### src/logic/epi_pkg.sv
package epi_pkg;
   // register byte offsets
   localparam logic [7:0] LOWER_SENSE_OFF = 8'h00;
   localparam logic [7:0] UPPER_SENSE_OFF = 8'h04;
   localparam logic [7:0] MASK_OFF        = 8'h08;
   localparam logic [7:0] FLAG_OFF        = 8'h0C;
   localparam logic [7:0] CTRL_OFF        = 8'h10;
   localparam logic [7:0] STATUS_OFF      = 8'h14;
   localparam logic [7:0] IRQ_MASK_OFF    = 8'h18;
   localparam logic [7:0] PIN_OFF         = 8'h1C;
   // ctrl register fields
   localparam int CTRL_GIE_BIT   = 0;
   localparam int CTRL_SLEEP_BIT = 1;
   localparam int CTRL_VACK_BIT  = 2;
   // sticky status fields
   localparam int ST_WAKE_BIT    = 0;
   localparam int ST_FLAG_BIT    = 1;
   // reset values
   localparam logic [7:0] SENSE_RST = 8'h00;
   localparam logic [7:0] MASK_RST  = 8'h00;
   // watchdog oscillator period and start-up time
   localparam int WDT_PERIOD_NS   = 1000;
   localparam int CLK_PERIOD_NS   = 50;
   localparam int WDT_TICK_CYC    = WDT_PERIOD_NS / CLK_PERIOD_NS;
   localparam int STARTUP_TICKS   = 64;
   // sense encodings
   typedef enum logic [1:0] {
      EPI_SENSE_LOW  = 2'b00,
      EPI_SENSE_ANY  = 2'b01,
      EPI_SENSE_FALL = 2'b10,
      EPI_SENSE_RISE = 2'b11
   } epi_sense_t;
   // bus response codes
   localparam logic [1:0] RESP_OKAY   = 2'b00;
   localparam logic [1:0] RESP_SLVERR = 2'b10;
endpackage

### src/logic/epi_top.sv
`timescale 1ns/1ps
// Contract
// - pin activity raises interrupts even when the pin is an output
// - each pin triggers on falling edge, rising edge, any change or low level
// - pins 3..0 sense in lower register, pins 7..4 in upper register
// - enabled low-level pin requests continuously while low
// - upper pin edges need the io clock; missed in deep sleep
// - low level wakes device from sleep even with io clock stopped
// - wake level is sampled twice on the watchdog tick
// - wake if level passes double sample or held to start-up end
// - level gone before start-up end: wake, but no interrupt
// - sense field 00 low, 01 change, 10 fall, 11 rise
// - edge sets flag; cleared by handler entry or writing one
// - request forwarded only when mask bit and global enable set
// - upper and lower pins both sampled on clock through the same two-stage synchroniser
module epi_top #(
   parameter int NPINS         = 8,
   parameter int STARTUP_TICKS = epi_pkg::STARTUP_TICKS
) (
   // clock and reset
   input  wire logic              clk,
   input  wire logic              reset,
   // pins
   input  wire logic [NPINS-1:0]  ext_irq_pins,
   // core side
   input  wire logic              io_clk_run,
   input  wire logic              irq_vec_ack,
   input  wire logic [2:0]        irq_vec_num,
   output logic      [NPINS-1:0]  core_irq_req,
   output logic                   wake_up,
   output logic                   irq,
   // axi4-lite write address
   input  wire logic [7:0]        s_axi_awaddr,
   input  wire logic              s_axi_awvalid,
   output logic                   s_axi_awready,
   // axi4-lite write data
   input  wire logic [31:0]       s_axi_wdata,
   input  wire logic [3:0]        s_axi_wstrb,
   input  wire logic              s_axi_wvalid,
   output logic                   s_axi_wready,
   // axi4-lite write response
   output logic      [1:0]        s_axi_bresp,
   output logic                   s_axi_bvalid,
   input  wire logic              s_axi_bready,
   // axi4-lite read
   input  wire logic [7:0]        s_axi_araddr,
   input  wire logic              s_axi_arvalid,
   output logic                   s_axi_arready,
   output logic      [31:0]       s_axi_rdata,
   output logic      [1:0]        s_axi_rresp,
   output logic                   s_axi_rvalid,
   input  wire logic              s_axi_rready
);
   logic [NPINS-1:0] sync1_reg, sync2_reg, prev_reg, lvl_mask_reg;
   logic [7:0]       lower_sense_control, upper_sense_control;
   logic [7:0]       ext_irq_mask, ext_irq_flag_reg, aw_addr_reg;
   logic             gie_reg, sleep_reg, wdt_tick, wr_fire, wsamp_reg;
   logic [1:0]       status_reg, irq_mask_reg, st_set;
   logic [4:0]       tick_cnt_reg;
   logic [7:0]       sut_cnt_reg;
   logic             sut_busy_reg;
   logic [NPINS-1:0] hit, low_lvl, clr_flag, lvl_mode, lvl_want;
   logic [31:0]      w_data_reg;
   logic [3:0]       w_strb_reg;

   // pin synchroniser; all stages idle high so release shows no false fall
   always_ff @(posedge clk or posedge reset)
   begin
      if (reset)
         {sync1_reg, sync2_reg, prev_reg} <= '1;
      else
         {prev_reg, sync2_reg, sync1_reg} <=
            {sync2_reg, sync1_reg, ext_irq_pins};
   end

   // per-pin edge/level decode, no port direction gating
   always_comb
   begin
      for (int i = 0; i < NPINS; i++)
      begin
         logic [1:0] sel;
         logic       run;
         sel = (i < 4) ? lower_sense_control[2*i +: 2]
                       : upper_sense_control[2*(i-4) +: 2];
         // upper pins only detect edges while io clock runs
         run = (i < 4) ? 1'b1 : io_clk_run;
         lvl_mode[i] = (sel == epi_pkg::EPI_SENSE_LOW);
         low_lvl[i] = lvl_mode[i] && !sync2_reg[i];
         unique case (sel)
            epi_pkg::EPI_SENSE_LOW:  hit[i] = 1'b0;
            epi_pkg::EPI_SENSE_ANY:  hit[i] = run && (sync2_reg[i] != prev_reg[i]);
            epi_pkg::EPI_SENSE_FALL: hit[i] = run && prev_reg[i] && !sync2_reg[i];
            epi_pkg::EPI_SENSE_RISE: hit[i] = run && !prev_reg[i] && sync2_reg[i];
         endcase
         clr_flag[i] = (irq_vec_ack && irq_vec_num == 3'(i))
                    || (wr_fire && aw_addr_reg == epi_pkg::FLAG_OFF
                        && w_strb_reg[0] && w_data_reg[i]);
      end
   end

   // flags: set beats clear; level-mode pins hold flag at zero
   always_ff @(posedge clk or posedge reset)
   begin
      if (reset)
         ext_irq_flag_reg <= '0;
      else
         ext_irq_flag_reg <= hit | (ext_irq_flag_reg & ~clr_flag & ~lvl_mode);
   end

   // request to core, gated by mask and global enable
   always_ff @(posedge clk or posedge reset)
   begin
      if (reset)
         core_irq_req <= '0;
      else
         // level pins request while low, unless start-up lost level
         core_irq_req <= (ext_irq_flag_reg | (low_lvl & ~lvl_mask_reg))
                         & ext_irq_mask & {NPINS{gie_reg}};
   end

   // watchdog tick divider, about one microsecond
   always_ff @(posedge clk or posedge reset)
   begin
      if (reset)
         tick_cnt_reg <= '0;
      else
         tick_cnt_reg <= wdt_tick ? 5'd0 : tick_cnt_reg + 5'd1;
   end
   assign wdt_tick = (tick_cnt_reg == 5'(epi_pkg::WDT_TICK_CYC - 1));

   // sleep wake: double sample then start-up count
   always_ff @(posedge clk or posedge reset)
   begin
      if (reset)
      begin
         wsamp_reg    <= '0;
         sut_busy_reg <= 1'b0;
         sut_cnt_reg  <= '0;
         wake_up      <= 1'b0;
         lvl_mask_reg <= '0;
      end
      else
      begin
         wake_up <= 1'b0;
         if (!sleep_reg)
         begin
            wsamp_reg    <= '0;
            sut_busy_reg <= 1'b0;
            lvl_mask_reg <= '0;
         end
         else if (!sut_busy_reg && wdt_tick)
         begin
            wsamp_reg <= |(low_lvl & ext_irq_mask);
            if (wsamp_reg && |(low_lvl & ext_irq_mask))
            begin
               sut_busy_reg <= 1'b1;
               sut_cnt_reg  <= '0;
            end
         end
         else if (sut_busy_reg && wdt_tick)
         begin
            sut_cnt_reg <= sut_cnt_reg + 8'd1;
            if (sut_cnt_reg == 8'(STARTUP_TICKS - 1))
            begin
               wake_up      <= 1'b1;
               sut_busy_reg <= 1'b0;
               // level gone at end: wake anyway, suppress request
               lvl_mask_reg <= ~(low_lvl & ext_irq_mask) & {NPINS{1'b1}};
            end
         end
      end
   end

   // axi4-lite write channel; readies are flops, low from take to response
   assign wr_fire = !s_axi_awready && !s_axi_wready && !s_axi_bvalid;
   always_ff @(posedge clk or posedge reset)
   begin
      if (reset)
      begin
         s_axi_awready <= 1'b1;
         s_axi_wready  <= 1'b1;
         aw_addr_reg   <= '0;
         w_data_reg    <= '0;
         w_strb_reg    <= '0;
         s_axi_bvalid  <= 1'b0;
         s_axi_bresp   <= epi_pkg::RESP_OKAY;
      end
      else
      begin
         if (s_axi_awvalid && s_axi_awready)
         begin
            s_axi_awready <= 1'b0;
            aw_addr_reg   <= s_axi_awaddr;
         end
         if (s_axi_wvalid && s_axi_wready)
         begin
            s_axi_wready <= 1'b0;
            w_data_reg   <= s_axi_wdata;
            w_strb_reg   <= s_axi_wstrb;
         end
         if (wr_fire)
         begin
            s_axi_bvalid <= 1'b1;
            s_axi_bresp  <= (aw_addr_reg > epi_pkg::PIN_OFF
                             || aw_addr_reg[1:0] != 2'b00)
                            ? epi_pkg::RESP_SLVERR : epi_pkg::RESP_OKAY;
         end
         else if (s_axi_bvalid && s_axi_bready)
         begin
            s_axi_bvalid  <= 1'b0;
            s_axi_awready <= 1'b1;
            s_axi_wready  <= 1'b1;
         end
      end
   end

   // writable registers
   always_ff @(posedge clk or posedge reset)
   begin
      if (reset)
      begin
         lower_sense_control <= epi_pkg::SENSE_RST;
         upper_sense_control <= epi_pkg::SENSE_RST;
         ext_irq_mask        <= epi_pkg::MASK_RST;
         gie_reg             <= 1'b0;
         sleep_reg           <= 1'b0;
         irq_mask_reg        <= '0;
      end
      else
      begin
         if (wr_fire && w_strb_reg[0])
            unique case (aw_addr_reg)
               epi_pkg::LOWER_SENSE_OFF: lower_sense_control <= w_data_reg[7:0];
               epi_pkg::UPPER_SENSE_OFF: upper_sense_control <= w_data_reg[7:0];
               epi_pkg::MASK_OFF:        ext_irq_mask <= w_data_reg[7:0];
               epi_pkg::CTRL_OFF:
               begin
                  gie_reg   <= w_data_reg[epi_pkg::CTRL_GIE_BIT];
                  sleep_reg <= w_data_reg[epi_pkg::CTRL_SLEEP_BIT];
               end
               epi_pkg::IRQ_MASK_OFF:    irq_mask_reg <= w_data_reg[1:0];
               default: ;
            endcase
         if (wake_up)
            sleep_reg <= 1'b0;                   // wake ends sleep
      end
   end

   // sticky status: wake and any flag; set beats write-one clear
   assign st_set = {|hit, wake_up};
   always_ff @(posedge clk or posedge reset)
   begin
      if (reset)
         status_reg <= '0;
      else if (wr_fire && aw_addr_reg == epi_pkg::STATUS_OFF && w_strb_reg[0])
         status_reg <= (status_reg & ~w_data_reg[1:0]) | st_set;
      else
         status_reg <= status_reg | st_set;
   end

   // interrupt level output
   always_ff @(posedge clk or posedge reset)
   begin
      if (reset)
         irq <= 1'b0;
      else
         irq <= |(status_reg & irq_mask_reg);
   end

   // read channel, one-cycle answer
   always_ff @(posedge clk or posedge reset)
   begin
      if (reset)
      begin
         s_axi_arready <= 1'b1;
         s_axi_rvalid <= 1'b0;
         s_axi_rdata  <= '0;
         s_axi_rresp  <= epi_pkg::RESP_OKAY;
      end
      else if (s_axi_arvalid && s_axi_arready)
      begin
         s_axi_arready <= 1'b0;
         s_axi_rvalid <= 1'b1;
         s_axi_rresp  <= epi_pkg::RESP_OKAY;
         unique case (s_axi_araddr)
            epi_pkg::LOWER_SENSE_OFF: s_axi_rdata <= {24'h0, lower_sense_control};
            epi_pkg::UPPER_SENSE_OFF: s_axi_rdata <= {24'h0, upper_sense_control};
            epi_pkg::MASK_OFF:        s_axi_rdata <= {24'h0, ext_irq_mask};
            epi_pkg::FLAG_OFF:        s_axi_rdata <= {24'h0, ext_irq_flag_reg};
            epi_pkg::CTRL_OFF:   s_axi_rdata <= {30'h0, sleep_reg, gie_reg};
            epi_pkg::STATUS_OFF:      s_axi_rdata <= {30'h0, status_reg};
            epi_pkg::IRQ_MASK_OFF:    s_axi_rdata <= {30'h0, irq_mask_reg};
            epi_pkg::PIN_OFF:         s_axi_rdata <= {24'h0, sync2_reg};
            default:
            begin
               s_axi_rdata <= '0;
               s_axi_rresp <= epi_pkg::RESP_SLVERR;
            end
         endcase
      end
      else if (s_axi_rvalid && s_axi_rready)
      begin
         s_axi_rvalid  <= 1'b0;
         s_axi_arready <= 1'b1;
      end
   end

   // checks
   flag_set_a: assert property (@(posedge clk) disable iff (reset)
      hit[0] |=> ext_irq_flag_reg[0])
      else $error("flag not set after edge");
   gate_a: assert property (@(posedge clk) disable iff (reset)
      !gie_reg |=> core_irq_req == '0)
      else $error("request without global enable");
   assign lvl_want = low_lvl & ext_irq_mask & ~lvl_mask_reg & {NPINS{gie_reg}};
   level_req_a: assert property (@(posedge clk) disable iff (reset)
      |lvl_want |=> (($past(lvl_want) & ~core_irq_req) == '0))
      else $error("level request missing");
   upper_run_a: assert property (@(posedge clk) disable iff (reset)
      !io_clk_run |-> hit[7:4] == '0)
      else $error("upper edge without io clock");
   fall_a: assert property (@(posedge clk) disable iff (reset)
      (lower_sense_control[1:0] == 2'b10 && prev_reg[0] && !sync2_reg[0])
      |-> hit[0])
      else $error("falling edge missed");
   wake_a: assert property (@(posedge clk) disable iff (reset)
      wake_up |=> !sleep_reg)
      else $error("still asleep after wake");
   double_a: assert property (@(posedge clk) disable iff (reset)
      $rose(sut_busy_reg) |-> wsamp_reg)
      else $error("startup without double sample");
   irq_out_a: assert property (@(posedge clk) disable iff (reset)
      |(status_reg & irq_mask_reg) |=> irq)
      else $error("irq output not raised");
   c_edge: cover property (@(posedge clk) hit[0] && core_irq_req == '0);
   c_wake: cover property (@(posedge clk) wake_up);
   c_lvl:  cover property (@(posedge clk) |(low_lvl & ext_irq_mask));
endmodule

### config.mk
export PLATFORM = sky130hd
export DESIGN_NAME = epi_top
export DESIGN_NICKNAME = d
export VERILOG_FILES = /design/src/logic/epi_pkg.sv /design/src/logic/epi_top.sv
export SDC_FILE = /design/constraint.sdc
export NUM_CORES = 1
export LEC_CHECK = 0
export ABC_AREA = 1
export BUFFER_PORTS_ARGS = -buffer_cell sky130_fd_sc_hd__buf_2
export CAP_MARGIN = 15
export CORE_MARGIN = 5
export CORE_UTILIZATION = 46
export CTS_BUF_LIST = sky130_fd_sc_hd__clkbuf_4
export CTS_CLUSTER_DIAMETER = 150
export DETAILED_ROUTE_END_ITERATION = 8
export PLACE_DENSITY = 0.69
export SYNTH_ARGS = -nofsm -noshare
export SYNTH_HDL_FRONTEND = slang
export SYNTH_SLANG_ARGS = --single-unit
### constraint.sdc
create_clock -name clk -period 8.1 [get_ports clk]
set_clock_uncertainty 0.15 [all_clocks]
set_input_delay 1.62 -clock clk [delete_from_list [all_inputs] [get_ports clk]]
set_output_delay 1.62 -clock clk [all_outputs]
set_load 0.005 [all_outputs]
==> metrics.csv <==
metric;value;unit
TritonCTS clock tree;built;
hold violation count in the final report;0;
die area;15800;um2
sort of element at the end of the critical path;primary output;
fraction of the yosys area taken by sequential cells;52.2;%
required time at the endpoint of the critical path;6.33;ns
TritonCTS Buffers;17;
share of final-layout standard cells stronger than drive strength 1;22.8;%
Max Slew Vio Count;0;
prevailing post-synth register cell;dfrtp_1;
drt first-iter violations;315;
placeable core region;13200;um2
number of failing setup endpoints in the final timing report;0;
worst-case setup margin in the final layout;5.07;ns
# IOs;123;
via density per instance;5.15;
worst slack on hold paths;0.208;ns
detailed-route DRC error count;0;
GP Congestion;0.871;
destination of the worst register-to-register timing path;s_axi_rdata[6];
mean instance size in the synthesized netlist;8.85;um2
max incr delay on CP;0.60;ns
transition time at the pin with the least slew margin;0.866;ns
worst reg2reg path startpoint;s_axi_arready;
CTS Hold Buffers Added;0;
gr ovfl total;0;
family with the most delay on the worst path;flip-flops;
number of vias in the routed layout;4955;
largest fanout of any net on the critical path;4;
async set or reset register ratio after synthesis;100;%
Synth Cell Area;6150;um2
Net count, final;854;
CTS clk-pin slew, worst paths;0.10;ns
H-tree levels;4;
critical path arrival;1.26;ns
post-route cell area;6790;um2
hold path startpoint;sync1_reg[6];
cell depth of the worst hold path;0;
via count of the first global-routing pass;4673;
setup repair after global routing missed its margin;false;
hold crit path type;flip-flop to flip-flop;
Yosys reg bits;127;
final-layout setup total negative slack;0;ns
maximum clock rate;330;MHz
root buffer cell;clkbuf_4;
Ys Warns;0;
R2R depth;4;
horizontal die dimension;126;um
startpoint kind of the worst setup timing path;flip-flop;
total wire length after detailed routing;14200;um
total of max-cap violations;0;
worst setup path category;flip-flop to primary output;
cts repair resizes;0;
global-route wire length before repair;23600;um
Post-synth EDFFs;0;
worst max-slew margin expressed relative to the limit;42.0;%
# Post-CTS Setup Buffers;0;
maximum number of buffers from clock root to sink;2;
distinct cell type count of the synthesized netlist;35;
Gate Count Post-Synth;695;
layout overhead on the synthesized area;10.3;%
Detail Route Antenna Nets;0;
cell leakage power;3.41;nW
total power after layout;1.43;mW
effective utilization at floorplan;46.6;%
run status;completed;
Die Span Y;126;um
post-detailed-placement half-perimeter wirelength;10400;um
cells along the critical path;buf_2;
routed len/inst;14.8;um
Worst path slowest cell;dfstp_2;
number of antenna violations at the first check in global routing;1;
largest net degree at the start of global routing;67;
min cycle time layout;3.03;ns
post-place instance area;6540;um2
pre-CTS setup slack;4.64;ns
number of sinks handled by clock tree synthesis;127;
terminating pin of the worst hold path;sync2_reg[6];
clock insertion delay at the later pin of the skew report;0.55;ns
register-to-register path setup slack;6.09;ns
number of cell rows;42;
number of iterations in the first detailed-routing pass;5;
power density relative to cell area;211;nW/um2
Final Cycle Share;37.4;%
Buffers on Ports;69;
all-layer global routing usage;18.8;%
Critical path buffers and inverters;1;
maximum resistive drop on vdd;147;uV
==> how the worst max path moves through the flow <==
| stage | end | cells after the start | start |
|---|---|---|---|
| 3_3_place_gp | s_axi_rdata[7] | 8 | s_axi_araddr[7] |
| 4_1_cts | s_axi_wready | 1 | s_axi_wready |
| 2_1_floorplan | aw_addr_reg[0] | 1 | reset |
| 3_5_place_dp | s_axi_rdata[7] | 8 | s_axi_araddr[7] |
| 5_1_grt | s_axi_rdata[2] | 8 | s_axi_araddr[7] |
| 6_report | s_axi_awready | 1 | s_axi_awready |
==> routing by layer <==
metal  global-route usage [%]  share of wire, %
met5                        0                 0
met4                     7.02               1.9
met3                     5.21               8.4
met2                     28.7                45
met1                     25.7                44
==> logic make-up (layout without fill, tap and decap cells) <==
group           after synthesis  count (layout)  share of synthesized area (%)
buf+inv                     117             182                           9.42
mux                           5               5                          0.915
flops                       127             127                           52.2
simple gates                321             321                           23.9
xor+xnor                      7               7                          0.997
fa+ha+maj                    10              10                           2.03
other cells                   1              27                         0.0610
compound gates              107             107                           10.5
==> synth_stat cells (5+ instances only) <==
cell type / instances / share of area [%]
inv_1: 77 / 4.7
mux2_2: 5 / 0.92
buf_4: 29 / 3.5
nor3_4: 5 / 1.3
nand3_1: 74 / 6.0
dfstp_2: 27 / 12
nor2_1: 58 / 3.5
a21oi_1: 21 / 1.7
ha_1: 10 / 2.0
o21ai_2: 24 / 3.4
nand2_1: 155 / 9.5
dfrtp_1: 100 / 41
nor3_1: 10 / 0.81
o21ai_0: 55 / 4.5
==> placed cells by master (no fill, tap or decap), types with 2 or more instances in the layout <==
cell       instances
inv_2              3
nor2_4             2
nand4_1            2
conb_1            26
inv_1             76
nand3_1           74
buf_2             69
nor3_1            10
nand2_2            4
dfstp_2           27
clkinv_1           2
mux2_2             5
xnor2_1            3
xor2_1             4
dfrtp_1          100
o21ai_2           24
clkinv_2           6
a21oi_1           21
nand2_1          155
nor4_1             2
o2111ai_1          4
clkbuf_4          22
nor3_2             4
ha_1              10
nor2_1            58
nor3_4             5
o21ai_0           55
==> layout make-up <==
type                       instances  area [um2]
fill                            1241        6400
sequential                       127        3210
multi-input combinational        476        2450
timing repair buffer              70         353
inverter                          80         303
tap                              176         220
clock buffer                      22         165
clock inverter                    10        75.1
antenna                            1        2.50
==> power by group <==
group / switching (mW) / leakage (nW) / internal (mW)
logic: 0.182 / 1.66 / 0.0840
registers: 0.0595 / 1.61 / 0.719
clock network: 0.220 / 0.142 / 0.164
==> per-stage QoR <==
| step | std cells | util, % |
|---|---|---|
| after floorplan | 720 | - |
| after global placement | 929 | 49.6 |
| after detailed placement | 929 | 49.6 |
| after CTS | 961 | 51.4 |
| after global routing | 962 | 51.4 |
| final | 962 | 51.4 |
Note: power is estimated with default switching activity, not from simulation.
